===== config.mk =====
export PLATFORM = sky130hd
export DESIGN_NAME = rbms_top
export DESIGN_NICKNAME = d
export VERILOG_FILES = /design/src/rtl/rbms_pkg.sv /design/src/rtl/rbms_top.sv
export VERILOG_INCLUDE_DIRS = /design/src /design/src/rtl
export SDC_FILE = /design/constraint.sdc
export NUM_CORES = 1
export LEC_CHECK = 0
export BUFFER_PORTS_ARGS = -buffer_cell sky130_fd_sc_hd__buf_2
export CORE_AREA = 8 8 92 94
export CTS_CLUSTER_DIAMETER = 200
export DETAILED_ROUTE_END_ITERATION = 12
export DIE_AREA = 0 0 100 102
export PLACE_DENSITY = 0.82
export REMOVE_ABC_BUFFERS = 1
export SYNTH_ARGS = -nofsm -noshare
export SYNTH_HDL_FRONTEND = slang
export SYNTH_SLANG_ARGS = --single-unit

===== constraint.sdc =====
create_clock -name CORE_CLK -period 5.18 [get_ports CORE_CLK]
set_input_delay 1.295 -clock CORE_CLK [delete_from_list [all_inputs] [get_ports CORE_CLK]]
set_output_delay 1.295 -clock CORE_CLK [all_outputs]
set_load 0.01 [all_outputs]

===== src/rtl/rbms_cfg.svh =====
// Constants for the reset boot mode selector: offsets, fields, counts.
// Assumes inclusion by bare name from the package and the top module.
`ifndef RBMS_CFG_SVH
`define RBMS_CFG_SVH

// ****************************************************************
// Register offsets (byte addresses)
// ****************************************************************
`define RBMS_CTRL_OFF 12'h000
`define RBMS_STAT_OFF 12'h004
`define RBMS_FLAG_OFF 12'h008

// ****************************************************************
// Field positions
// ****************************************************************
`define RBMS_CTRL_BYTE_GO 0
`define RBMS_CTRL_PM0_WR 1
`define RBMS_FLAG_OUT 0
`define RBMS_FLAG_OE 1
`define RBMS_FLAG_IN 2

// ****************************************************************
// Counts and reset values
// ****************************************************************
`define RBMS_BOOT_WORDS 32
`define RBMS_BYTE_ADDR_W 22
`define RBMS_HOST_W 16
`define RBMS_RESP_OK 2'b00
`define RBMS_RESP_ERR 2'b10

`endif


===== src/rtl/rbms_pkg.sv =====
// Types for the reset boot mode selector.
// Assumes the constants header sits beside it.
`include "rbms_cfg.svh"

package rbms_pkg;

    // ****************************************************************
    // Decoded boot mode and state
    // ****************************************************************
    typedef enum logic [3:0] {
        RBMS_BOOT_BYTE = 4'b0001,
        RBMS_BOOT_NONE = 4'b0010,
        RBMS_BOOT_HOST = 4'b0100,
        RBMS_BOOT_BAD = 4'b1000
    } rbms_boot_e;

    typedef enum logic [2:0] {
        RBMS_ST_LOAD = 3'b001,
        RBMS_ST_WAIT = 3'b010,
        RBMS_ST_RUN = 3'b100
    } rbms_state_e;

    // Latched strap set
    typedef struct packed {
        logic mode_d;
        logic mode_c;
        logic mode_b;
        logic mode_a;
    } rbms_strap_s;

    // Configuration seen by the rest of the core
    typedef struct packed {
        logic host_port_cfg;
        logic ack_open_drain;
        logic [`RBMS_HOST_W-1:0] start_addr;
    } rbms_cfg_s;

endpackage : rbms_pkg


===== src/rtl/rbms_top.sv =====
// Reset boot mode selector: strap latch, boot sequencing, bus routing, AXI4-Lite regs.
// Assumes straps settle before RST_B rises and that the byte DMA engine and host
// port logic sit outside, reporting word completion and program location 0 writes.
// Notes on behaviour
// - Boot configuration comes from strap pins during reset, never from software.
// - Strap C pin becomes a general-purpose flag, input or output, after reset.
// - Straps 000: byte DMA copies 32 program words, external-bus configuration.
// - Byte DMA boot holds execution until all 32 words are copied.
// - Straps 010: no boot, start at external address 0, external-bus configuration.
// - No-boot mode: byte DMA usable by software, never started or awaited.
// - Straps 100: 32-word byte DMA boot in host-port configuration.
// - Straps 101: host loads memory; execution waits for program location 0 write.
// - Host-port with strap D low: acknowledge actively driven both levels.
// - Host-port with strap D high: acknowledge never driven low; external pull-down.
// - Strap D ignored whenever strap C is low.
// - Host-port configuration replaces external buses with 16-bit multiplexed host port.
// - Host port reaches on-chip program and data RAM without processor involvement.
// - External-bus configuration shares one address bus and one data bus.
// - Byte DMA port is bidirectional, addressing up to four megabytes.
//
// The implementer's own choices: the AXI4-Lite slave port and the register addresses.
`timescale 1ns/1ps

`include "rbms_cfg.svh"

module rbms_top
    import rbms_pkg::*;
#(
    parameter int BOOT_WORDS = `RBMS_BOOT_WORDS
) (
    input wire logic CORE_CLK,
    input wire logic RST_B,
    // Strap pins
    input wire logic MODE_A,
    input wire logic MODE_B,
    input wire logic MODE_D,
    // Shared flag pin (strap C during reset)
    input wire logic SHARED_FLAG_PIN_I,
    output logic SHARED_FLAG_PIN_O,
    output logic SHARED_FLAG_PIN_OE,
    // Byte DMA boot engine handshake
    input wire logic BYTE_DMA_WORD_DONE,
    output logic BYTE_DMA_BOOT_REQ,
    output logic BYTE_DMA_SW_GO,
    // Host port events and acknowledge
    input wire logic HOST_PM0_WRITE,
    input wire logic HOST_ACK_REQ,
    output logic HOST_ACCESS_ACK_O,
    output logic HOST_ACCESS_ACK_OE,
    // Core-facing configuration and execution hold
    output rbms_cfg_s CORE_CFG,
    output logic CORE_RUN,
    // Internal bus sources for external-bus sharing
    input wire logic CORE_PM_SEL,
    input wire logic [`RBMS_HOST_W-1:0] PROGRAM_ADDR_BUS,
    input wire logic [`RBMS_HOST_W-1:0] DATA_ADDR_BUS,
    input wire logic [`RBMS_HOST_W-1:0] PROGRAM_DATA_BUS,
    input wire logic [`RBMS_HOST_W-1:0] DATA_MEM_DATA_BUS,
    output logic [`RBMS_HOST_W-1:0] EXT_ADDR,
    output logic [`RBMS_HOST_W-1:0] EXT_DATA,
    output logic EXT_BUS_EN,
    output logic HOST_PORT_EN,
    // AXI4-Lite slave
    input wire logic [11:0] S_AXI_AWADDR,
    input wire logic S_AXI_AWVALID,
    output logic S_AXI_AWREADY,
    input wire logic [31:0] S_AXI_WDATA,
    input wire logic [3:0] S_AXI_WSTRB,
    input wire logic S_AXI_WVALID,
    output logic S_AXI_WREADY,
    output logic [1:0] S_AXI_BRESP,
    output logic S_AXI_BVALID,
    input wire logic S_AXI_BREADY,
    input wire logic [11:0] S_AXI_ARADDR,
    input wire logic S_AXI_ARVALID,
    output logic S_AXI_ARREADY,
    output logic [31:0] S_AXI_RDATA,
    output logic [1:0] S_AXI_RRESP,
    output logic S_AXI_RVALID,
    input wire logic S_AXI_RREADY
);

    // ****************************************************************
    // Strap capture
    // ****************************************************************
    rbms_strap_s strap_reg;
    logic cap_pend_reg;
    rbms_boot_e boot_mode;
    rbms_state_e state_reg;
    logic [5:0] word_cnt_reg;
    logic flag_out_reg;
    logic flag_oe_reg;
    logic sw_go_reg;

    // Decode straps to a boot mode, D dropped
    function automatic rbms_boot_e decode_boot(input rbms_strap_s s);
        unique case ({s.mode_c, s.mode_b, s.mode_a})
            3'b000, 3'b100: decode_boot = RBMS_BOOT_BYTE;
            3'b010: decode_boot = RBMS_BOOT_NONE;
            3'b101: decode_boot = RBMS_BOOT_HOST;
            default: decode_boot = RBMS_BOOT_BAD;
        endcase
    endfunction : decode_boot

    // Capture on first clock after release
    // Straps, not software
    always_ff @(posedge CORE_CLK or negedge RST_B) begin
        if (!RST_B) begin
            cap_pend_reg <= 1'b1;
            strap_reg <= '0;
        end else if (cap_pend_reg) begin
            cap_pend_reg <= 1'b0;
            strap_reg <= '{mode_d: MODE_D, mode_c: SHARED_FLAG_PIN_I, mode_b: MODE_B, mode_a: MODE_A};
        end
    end

    assign boot_mode = decode_boot(strap_reg);

    // ****************************************************************
    // Boot sequencer
    // ****************************************************************
    // Hold execution until the chosen boot condition
    always_ff @(posedge CORE_CLK or negedge RST_B) begin
        if (!RST_B) begin
            state_reg <= RBMS_ST_LOAD;
            word_cnt_reg <= '0;
        end else begin
            unique case (state_reg)
                RBMS_ST_LOAD: begin
                    if (!cap_pend_reg) begin
                        state_reg <= RBMS_ST_WAIT;
                    end
                end
                RBMS_ST_WAIT: begin
                    unique case (boot_mode)
                        RBMS_BOOT_BYTE: begin
                            if (BYTE_DMA_WORD_DONE) begin
                                word_cnt_reg <= word_cnt_reg + 6'd1;
                                if (word_cnt_reg == 6'(BOOT_WORDS - 1)) begin
                                    state_reg <= RBMS_ST_RUN;
                                end
                            end
                        end
                        RBMS_BOOT_NONE: state_reg <= RBMS_ST_RUN;
                        RBMS_BOOT_HOST: begin
                            if (HOST_PM0_WRITE) begin
                                state_reg <= RBMS_ST_RUN;
                            end
                        end
                        default: state_reg <= RBMS_ST_WAIT;
                    endcase
                end
                RBMS_ST_RUN: state_reg <= RBMS_ST_RUN;
            endcase
        end
    end

    assign BYTE_DMA_BOOT_REQ = (state_reg == RBMS_ST_WAIT) && (boot_mode == RBMS_BOOT_BYTE);
    assign CORE_RUN = (state_reg == RBMS_ST_RUN);
    assign BYTE_DMA_SW_GO = sw_go_reg;

    // ****************************************************************
    // Configuration and bus routing
    // ****************************************************************
    // Host port replaces external buses
    assign CORE_CFG.host_port_cfg = strap_reg.mode_c;
    assign CORE_CFG.ack_open_drain = strap_reg.mode_c & strap_reg.mode_d;
    assign CORE_CFG.start_addr = '0;
    assign HOST_PORT_EN = !cap_pend_reg && strap_reg.mode_c;
    assign EXT_BUS_EN = !cap_pend_reg && !strap_reg.mode_c;

    assign EXT_ADDR = CORE_PM_SEL ? PROGRAM_ADDR_BUS : DATA_ADDR_BUS;
    assign EXT_DATA = CORE_PM_SEL ? PROGRAM_DATA_BUS : DATA_MEM_DATA_BUS;

    // Acknowledge drive per strap D
    // Active drive with strap D low, open-drain with strap D high
    always_comb begin
        HOST_ACCESS_ACK_O = HOST_ACK_REQ;
        HOST_ACCESS_ACK_OE = 1'b0;
        if (HOST_PORT_EN) begin
            if (strap_reg.mode_d) begin
                HOST_ACCESS_ACK_O = 1'b1;
                HOST_ACCESS_ACK_OE = HOST_ACK_REQ;
            end else begin
                HOST_ACCESS_ACK_OE = 1'b1;
            end
        end
    end

    assign SHARED_FLAG_PIN_O = flag_out_reg;
    assign SHARED_FLAG_PIN_OE = flag_oe_reg && !cap_pend_reg;

    // ****************************************************************
    // AXI4-Lite slave
    // ****************************************************************
    logic aw_hold_reg;
    logic w_hold_reg;
    logic [11:0] awaddr_reg;
    logic [31:0] wdata_reg;
    logic [3:0] wstrb_reg;
    logic wr_fire;

    assign S_AXI_AWREADY = !aw_hold_reg && !S_AXI_BVALID;
    assign S_AXI_WREADY = !w_hold_reg && !S_AXI_BVALID;
    assign wr_fire = aw_hold_reg && w_hold_reg && !S_AXI_BVALID;

    // Catch address and data in either order
    always_ff @(posedge CORE_CLK or negedge RST_B) begin
        if (!RST_B) begin
            aw_hold_reg <= 1'b0;
            w_hold_reg <= 1'b0;
            awaddr_reg <= '0;
            wdata_reg <= '0;
            wstrb_reg <= '0;
            S_AXI_BVALID <= 1'b0;
            S_AXI_BRESP <= `RBMS_RESP_OK;
        end else begin
            if (S_AXI_AWVALID && S_AXI_AWREADY) begin
                aw_hold_reg <= 1'b1;
                awaddr_reg <= S_AXI_AWADDR;
            end
            if (S_AXI_WVALID && S_AXI_WREADY) begin
                w_hold_reg <= 1'b1;
                wdata_reg <= S_AXI_WDATA;
                wstrb_reg <= S_AXI_WSTRB;
            end
            if (wr_fire) begin
                aw_hold_reg <= 1'b0;
                w_hold_reg <= 1'b0;
                S_AXI_BVALID <= 1'b1;
                S_AXI_BRESP <= (awaddr_reg == `RBMS_CTRL_OFF || awaddr_reg == `RBMS_FLAG_OFF) ?
                    `RBMS_RESP_OK : `RBMS_RESP_ERR;
            end else if (S_AXI_BREADY) begin
                S_AXI_BVALID <= 1'b0;
            end
        end
    end

    // Register writes: software start pulse and flag control
    always_ff @(posedge CORE_CLK or negedge RST_B) begin
        if (!RST_B) begin
            sw_go_reg <= 1'b0;
            flag_out_reg <= 1'b0;
            flag_oe_reg <= 1'b0;
        end else begin
            sw_go_reg <= 1'b0;
            if (wr_fire && wstrb_reg[0]) begin
                if (awaddr_reg == `RBMS_CTRL_OFF) begin
                    sw_go_reg <= wdata_reg[`RBMS_CTRL_BYTE_GO];
                end
                if (awaddr_reg == `RBMS_FLAG_OFF) begin
                    flag_out_reg <= wdata_reg[`RBMS_FLAG_OUT];
                    flag_oe_reg <= wdata_reg[`RBMS_FLAG_OE];
                end
            end
        end
    end

    // Read channel, one cycle answer
    assign S_AXI_ARREADY = !S_AXI_RVALID;
    always_ff @(posedge CORE_CLK or negedge RST_B) begin
        if (!RST_B) begin
            S_AXI_RVALID <= 1'b0;
            S_AXI_RDATA <= '0;
            S_AXI_RRESP <= `RBMS_RESP_OK;
        end else if (S_AXI_ARVALID && S_AXI_ARREADY) begin
            S_AXI_RVALID <= 1'b1;
            S_AXI_RRESP <= `RBMS_RESP_OK;
            unique case (S_AXI_ARADDR)
                `RBMS_CTRL_OFF: S_AXI_RDATA <= '0;
                `RBMS_STAT_OFF: S_AXI_RDATA <= {15'h0000, word_cnt_reg, 1'b0, state_reg, 1'b0,
                    boot_mode == RBMS_BOOT_BAD, 1'b0, strap_reg};
                `RBMS_FLAG_OFF: S_AXI_RDATA <= {29'h0000_0000, SHARED_FLAG_PIN_I, flag_oe_reg, flag_out_reg};
                default: begin
                    S_AXI_RDATA <= '0;
                    S_AXI_RRESP <= `RBMS_RESP_ERR;
                end
            endcase
        end else if (S_AXI_RREADY) begin
            S_AXI_RVALID <= 1'b0;
        end
    end

    // ****************************************************************
    // Assertions
    // ****************************************************************
    a_strap_hold: assert property (@(posedge CORE_CLK) disable iff (!RST_B)
        !cap_pend_reg && !$past(cap_pend_reg) |-> $stable(strap_reg))
        else $error("strap latch changed after capture");
    a_no_boot_run: assert property (@(posedge CORE_CLK) disable iff (!RST_B)
        state_reg == RBMS_ST_WAIT && boot_mode == RBMS_BOOT_NONE |=> CORE_RUN)
        else $error("no-boot mode did not start");
    a_byte_hold: assert property (@(posedge CORE_CLK) disable iff (!RST_B)
        CORE_RUN && boot_mode == RBMS_BOOT_BYTE |-> word_cnt_reg == 6'(BOOT_WORDS))
        else $error("ran before all boot words");
    a_host_wait: assert property (@(posedge CORE_CLK) disable iff (!RST_B)
        state_reg == RBMS_ST_WAIT && boot_mode == RBMS_BOOT_HOST && !HOST_PM0_WRITE |=> !CORE_RUN)
        else $error("host boot ran early");
    a_boot_req: assert property (@(posedge CORE_CLK) disable iff (!RST_B)
        boot_mode == RBMS_BOOT_NONE |-> !BYTE_DMA_BOOT_REQ)
        else $error("boot copy requested in no-boot mode");
    a_ack_drive: assert property (@(posedge CORE_CLK) disable iff (!RST_B)
        HOST_PORT_EN && !strap_reg.mode_d |-> HOST_ACCESS_ACK_OE && HOST_ACCESS_ACK_O == HOST_ACK_REQ)
        else $error("acknowledge not actively driven");
    a_ack_open: assert property (@(posedge CORE_CLK) disable iff (!RST_B)
        HOST_ACCESS_ACK_OE && strap_reg.mode_d |-> HOST_ACCESS_ACK_O)
        else $error("acknowledge driven low in open-drain form");
    a_port_mux: assert property (@(posedge CORE_CLK) disable iff (!RST_B)
        !cap_pend_reg |-> HOST_PORT_EN != EXT_BUS_EN)
        else $error("bus configuration ambiguous");

endmodule : rbms_top


==> results of run 1 <==
worst max-delay path, cell delays in order:
cell,delay [ps]
sky130_fd_sc_hd__buf_2,520
sky130_fd_sc_hd__mux2_2,420
sky130_fd_sc_hd__buf_2,140
cells by family (layout without fill, tap and decap cells):
family,Yosys count,count (layout)
and+or+nand+nor,60,60
buffers and inverters,54,185
adders and majority gates,1,1
xor gates and xnor gates,5,5
AOI/OAI and AO/OA,26,26
DFF,52,52
other,1,38
muxes,52,52
stage by stage:
stage / utilization [%] / hold WS [ps] / setup slack, ps / instances
2_1_floorplan: - / 407 / 2250 / 241
3_3_place_gp: 51.4 / 410 / 1540 / 509
3_5_place_dp: 51.4 / 420 / 1500 / 509
4_1_cts: 52.9 / 431 / 1510 / 517
5_1_grt: 52.9 / 450 / 1450 / 518
6_report: 52.9 / 427 / 1500 / 518
cell type report:
cell class              instances  share of cell area [%]
well taps                      99                    3.32
repair buffers                169                    22.6
multi-input cells             181                    35.4
diodes                          1                  0.0670
flip-flops and latches         52                    34.9
clock buffers                   6                    1.94
inverters                       8                   0.804
clock inverters                 2                   0.938
worst paths after layout:
check                      cells after the start         endpoint
setup / recovery                               3     EXT_DATA[12]
hold reg to reg                                1   BYTE_DMA_SW_GO
min in group asynchronous                      1  S_AXI_RDATA[13]
max in group asynchronous                      1     wstrb_reg[0]
setup reg to reg                               3  S_AXI_RDATA[13]
hold / removal                                 1   BYTE_DMA_SW_GO
metal layers:
layer | vias up | part of all wire [%] | routed length [um]
met5 | - | 0 | 0
met2 | 108 | 54 | 4610
met1 | 1109 | 35 | 3030
li1 | 1136 | - | -
met4 | 0 | 1.5 | 126
met3 | 9 | 9.3 | 793
placed cells by master, fill, tap and decap left out, types with 2 or more instances in the layout:
cell,instances
sky130_fd_sc_hd__nor2_1,7
sky130_fd_sc_hd__and2_1,2
sky130_fd_sc_hd__nand2b_1,3
sky130_fd_sc_hd__xor2_1,2
sky130_fd_sc_hd__nand3_1,4
sky130_fd_sc_hd__nor4_1,4
sky130_fd_sc_hd__a21oi_1,3
sky130_fd_sc_hd__buf_2,169
sky130_fd_sc_hd__or4_1,2
sky130_fd_sc_hd__conb_1,37
sky130_fd_sc_hd__clkbuf_8,5
sky130_fd_sc_hd__dfstp_2,2
sky130_fd_sc_hd__inv_1,8
sky130_fd_sc_hd__o21ai_0,5
sky130_fd_sc_hd__xnor2_1,3
sky130_fd_sc_hd__mux2_2,52
sky130_fd_sc_hd__nor2b_1,4
sky130_fd_sc_hd__a32oi_1,3
sky130_fd_sc_hd__nand2_1,21
sky130_fd_sc_hd__dfrtp_1,50
sky130_fd_sc_hd__nor3_1,2
sky130_fd_sc_hd__a22o_1,11
sky130_fd_sc_hd__nor3b_1,2
power by group:
part	switching [mW]	total [mW]	internal, mW	leakage [nW]
combinational	0.165	0.347	0.182	1.28
sequential	0.0814	0.584	0.503	0.645
clock	0.121	0.264	0.143	0.0552
total	0.368	1.20	0.828	1.98
==> run summary, run 1 <==
For met2 alone, demand over resource in global routing was 30.3%. The flip-flop count of the largest register, all copies and words added came out at 14. The class of the tightest hold or removal check is flop to flop. The accumulated negative setup slack came out at 0 ps. In this run the tool buffered the top-level ports with between 150 and 200 buffer cells.

The start point of the critical path is CORE_PM_SEL. The worst setup path is launched from a primary input. The global-route total usage across every layer is 16.0%.

The per-instance average area after synthesis came out at 11.3 um2. The number of register bits inferred by synthesis came out at 52. The horizontal extent of the die came out at approximately 100 um. between 200 and 250 I/O pins were placed. The achievable clock frequency came out at 272 MHz. The dominant combinational cell family by area after synthesis is multiplexers. The row count came out at 31.

The number of setup violations in the final report came out at 0. The sequential cell area is 0.00130 mm2. The via count of the first global-routing pass came out at 2526.

The highest ir drop seen on vdd is 0.000202 V. The maximum buffer depth of the clock tree is 2. The startpoint identified for the worst hold timing path is awaddr_reg[3]. The post-route DRC violation count came out at 0. The tool flagged a number of max-cap violations equal to 0.

For this design the static power due to leakage is 1.98 nW. The final worst-path cycle share is between 70% and 80%. The cell area that synthesis handed to floorplanning was 0.00283 mm2.

The dominant register cell in the synthesized netlist is sky130_fd_sc_hd__dfrtp_1. The share of layout cells above drive strength 1 is 56.0%. The number of hold violations in the final report is 0. The number of synthesized flops with an enable pin came out at 0.

The final critical delay including setup and external delays came out at 3680 ps. The vias per cell came out at 4.56. The total power is 1.20 mW. The pin slew with the least headroom to its limit is about 1100 ps. Of the post-synthesis cell area, the dominant cell type holds 44.2%. The HPWL after detailed placement is 7260 um. The most common cell in the synthesized netlist is sky130_fd_sc_hd__mux2_2. The number of pins exceeding their max-slew limit in the final report is 0. The data arrival time of the critical path came out at 2390 ps.

The H-tree depth reported by CTS came out at 2. The final instance area is 0.00374 mm2. The clock latency at the later pin of the worst-skew pair came out at 290 ps. The cell chosen for the clock root is sky130_fd_sc_hd__clkbuf_8. The effective utilization at floorplan came out at 40.1%. The maximum number of pins on one net before global-route repair came out at 53. The number of antenna violations at the first check in global routing is 1. The power density relative to cell area came out at roughly 320 mW/mm2. The sequential share of the synthesized area is between 40% and 50%. The met3 global-route usage is ~5.0%. In this run, post-CTS repair resized a total of 0 instances. Summing the areas of all compound-gate instances in the mapped netlist gives under 10% of the synthesized area.

The biggest area contributor in the post-synthesis netlist is sky130_fd_sc_hd__dfrtp_1. The worst setup path is captured at an output port. The CTS tree is done. The routed layout has 2362 vias. The maximum fanout encountered on the critical timing path is 32. The die covers 0.0102 mm2. The final antenna-violating net count is 0. The worst clock skew is 5.38 ps.

The wire length per cell after detailed routing is roughly 17 um. The post-synthesis mux area share came out at 20.7%. The hold buffer count at CTS came out at 0. The cell count after synthesis came out at roughly 250. The number of post-CTS setup repair buffers came out at 0. The area fraction in and, or, nand and nor cells after synthesis is 12.2%. The vertical extent of the die came out at 102 um. Yosys attributes the largest share of cell area to sky130_fd_sc_hd__dfrtp_1 (44%), sky130_fd_sc_hd__mux2_2 (21%), sky130_fd_sc_hd__buf_4 (9.8%), sky130_fd_sc_hd__a22o_1 (3.4%), sky130_fd_sc_hd__nand2_1 (2.8%). Summing the areas of all fa, ha and maj instances in the mapped netlist gives 0.442% of the synthesized area. The CTS buffer count is 5.

The first global-routing pass estimated between 10000 and 15000 um of wire. After synthesis, the most frequently instantiated cells are sky130_fd_sc_hd__mux2_2 (52), sky130_fd_sc_hd__dfrtp_1 (50), sky130_fd_sc_hd__buf_4 (37). Across all register-to-register paths, the minimum setup slack is about 3200 ps. Setup repair after global routing left no endpoint under its margin. The final layout contains routed wiring with a total length of 8560 um. The count of filler cells inserted in the layout came out at about 670.

For this run the aggregate overflow at the end of global routing stands at 0. Once placement finished, the instance area stood at approximately 0.0036 mm2. The iteration count of the initial detailed-routing pass came out at 5. After synthesis, the netlist uses 39 different library cells. The met1 usage in global routing is 15.9%. The violation count after the first detailed-route iteration is 64. The total core area came out at 0.00706 mm2. The routability congestion estimate from global placement came out at 0.846. After Yosys synthesis, XOR and XNOR cells account for 1.55% of the synthesized area.

The number of warning messages in the yosys log is 0. The critical path is of the primary input to output port type. The area occupied by multi-input gates is 0.00132 mm2. The required time of the critical path is 3880 ps. The area growth from synthesis to layout is 31.8%. The worst relative slew slack came out at 26.0%. The layer carrying the most global-route usage is met2. The startpoint identified for the worst register-to-register timing path is S_AXI_RVALID. Counting flops with an async set or reset pin after synthesis yields a share of 100%.

The clock drives 52 sinks. The final layout contains ~560 nets. After clock tree synthesis, the clock-pin slew on the worst setup and hold paths is 80 ps. The run finished with clean final reports.
Power figures use the tool's default switching activity.
==> run 2: changes to the inputs <==
- CORE_AREA: 8 8 92 94 -> 8 8 99 101
- DIE_AREA: 0 0 100 102 -> 0 0 107 109
- PLACE_DENSITY: 0.82 -> 0.74
- clock period: 5.18 -> 3.25 ns (I/O delays scaled with it)
==> run 2 against run 1 <==
  * Register-to-register slack worse by 1800 ps
  * Critical path depth unchanged
  * Via count grew 1.6%
  * First-iteration DRC count grew 33%
  * Final cell count is 2.3% higher
  * Routed wire length rose by 8.8%
  * Clock-buffer cell count unchanged
  * Clock power is 31% higher
  * Combinational power up 58%
  * Critical endpoint is now EXT_DATA[4]
  * Largest cell class unchanged
  * Largest power group unchanged
==> run summary, run 2 (synthesis gave the netlist of run 1 again) <==
The number of instances on the worst hold path came out at 1. After global routing the overflow that remains totals 0. Derived from the worst setup path, the maximum achievable clock frequency is between 300 and 400 MHz. The critical path is of the primary input to output port type. Clock tree synthesis selected as its root buffer the cell sky130_fd_sc_hd__clkbuf_8. The cell count after placement is 521.

The effective utilization at floorplan is between 30% and 40%. The number of antenna violations at the first check in global routing is 2. After detailed routing, the average wire length per cell comes to 17.6 um.

The number of cells on the worst reg-to-reg path came out at 4. The class of the tightest hold or removal check is flop to flop. Across all layers, the routed design uses 2399 vias. The register clock-pin slew on the reported worst setup and hold paths came out at 90 ps.

The iteration count of the initial detailed-routing pass came out at 4. The hold buffer count at CTS is 0. Once detail routing completed, the nets flagged for antenna violations numbered 0. The final critical delay including setup and external delays is approximately 2700 ps. The number of setup buffers added after CTS is 0. The die area came out at 0.0117 mm2. The number of setup violations in the final report is 0. The quantity of I/O buffers inserted on ports came out at 169. The final layout contains 560 nets. The count of cells in the finished layout, fillers not included, comes to 530. The slowest stage cell on the critical path is sky130_fd_sc_hd__buf_2.

Along the worst path, the maximum fanout reaches 32. The final worst-path cycle share came out at 83.3%. The routed design has 9310 um of wire.

For this run, the total global-route usage over all layers was measured as ~15%. In the routed design, unresolved DRC markers number 0. Among the stages of the critical path, the cell type that occurs most often is sky130_fd_sc_hd__buf_2.

The most common cell after layout, fill and taps aside is sky130_fd_sc_hd__buf_2. The worst relative slew slack is 46.1%. In this run the critical register-to-register path is captured at word_cnt_reg[5].

The H-tree depth reported by CTS is 2. The maximum number of pins on one net before global-route repair is 36. In this run the static leakage power is 1.98 nW.

The vias per cell came out at 4.53. The CTS tree is done. The worst setup path is launched from a primary input. The clock drives 52 sinks. The number of instances resized during post-cts repair is 0. During I/O placement, the number of pins put on the boundary was 239. Setup repair after global routing left no endpoint under its margin. The via count of the first global-routing pass came to approximately 2600. The share of layout cells above drive strength 1 came out at 56.2%. On the final layout, the worst clock skew is 6.05 ps. The CTS buffer count is 5. The horizontal extent of the die came out at approximately 110 um. Walking the worst path, the cells encountered are buf_2, mux2_2, buf_2. The clock latency at the later pin of the worst-skew pair is 290 ps.

The first-pass GRT wire length is 13800 um. For hold timing, the worst endpoint is BYTE_DMA_SW_GO. In this design, the stage delay of the slowest critical-path cell is 510 ps.

The count of maximum capacitance violations is 0. The power density relative to cell area came out at 487 mW/mm2. The number of pins exceeding their max-slew limit in the final report came out at 0.

The detailed placer's ending HPWL is about 7900 um. The post-route core utilization is roughly 45%. The worst register-to-register path begins at strap_reg[1]. The flip-flop count of the largest register, all copies and words added is 14. For the worst setup path, the data arrival time is roughly 1900 ps. The startpoint identified for the worst hold timing path is awaddr_reg[3].

The vertical extent of the die came out at 109 um. The run finished with clean final reports. Routability-driven placement finished with a final weighted congestion of around 0.8.

The final critical-path setup slack is 541 ps. The area growth from synthesis to layout is 32.1%. For flop-to-flop paths, the worst setup slack is 1400 ps. In this run the deepest clock path goes through 2 buffers. The number of hold violations in the final report was 0. The worst hold slack came out at about 440 ps.

The highest ir drop seen on vdd came out at 0.000305 V. The accumulated negative setup slack is 0 ps. Leaving out fill and tap cells, the most frequent cells in the layout are sky130_fd_sc_hd__buf_2 (169), sky130_fd_sc_hd__mux2_2 (52), sky130_fd_sc_hd__dfrtp_1 (50), sky130_fd_sc_hd__conb_1 (37), sky130_fd_sc_hd__nand2_1 (21).

The row count is 34. The violation count after the first detailed-route iteration is 85. The required time of the critical path came out at roughly 2400 ps. The worst slack at placement came out at 521 ps. The total area inside the core boundary comes to 0.00838 mm2. Tracing the worst setup path back leads to its startpoint at CORE_PM_SEL. The worst setup path is captured at an output port. The pin slew with the least headroom to its limit is approximately 810 ps.
==> run 2: cell types whose count changed in the layout (fill, tap and decap cells not counted) <==
cell,previous run,this run
sky130_fd_sc_hd__buf_4,0,3
sky130_fd_sc_hd__diode_2,1,2
sky130_fd_sc_hd__bufinv_16,1,0
==> run 2: worst max path at each step <==
stage	endpoint	slack [ps]	depth (start not counted)
finish	EXT_DATA[4]	540	3
CTS	EXT_DATA[4]	530	3
global route	EXT_DATA[4]	480	3
global placement	EXT_DATA[4]	570	3
detailed placement	EXT_DATA[4]	520	3
floorplan	S_AXI_RDATA[11]	1030	3
==> run 2: area by class of cell <==
class                           instances  area, um2
Fill cell                             830       4640
Clock inverter                          1       5.00
Antenna cell                            2       5.00
Clock buffer                            6       72.6
Multi-Input combinational cell        181       1320
Sequential cell                        52       1300
Inverter                                8       30.0
Tap cell                              108        135
Timing Repair Buffer                  172        868
==> run 2: per-stage QoR <==
stage               area, um2  power, mW
finish                   3740       1.82
global route             3740       1.94
CTS                      3740       1.84
detailed placement       3660       1.50
global placement         3660       1.47
floorplan                2660       1.27
==> run 2: report_power, final <==
| part | total, mW | leakage (nW) | internal [mW] | switching (mW) |
|---|---|---|---|---|
| clock network | 0.345 | 0.0411 | 0.147 | 0.198 |
| logic | 0.549 | 1.29 | 0.291 | 0.257 |
| registers | 0.930 | 0.645 | 0.802 | 0.129 |
==> run 2: per-layer routing <==
layer | wire length (um) | global-route usage [%] | vias up | part of all wire [%]
li1 | - | - | 1140 | -
met1 | 3060 | 14.4 | 1133 | 33
met2 | 5130 | 29.4 | 117 | 55
met3 | 969 | 5.20 | 9 | 10
met4 | 147 | 5.33 | 0 | 1.6
met5 | 0 | 0 | - | 0
==> run 2: worst max-delay path, delay by kind of cell <==
kind                   cells  cell delay, ps
muxes                      1             420
buffers and inverters      2             660
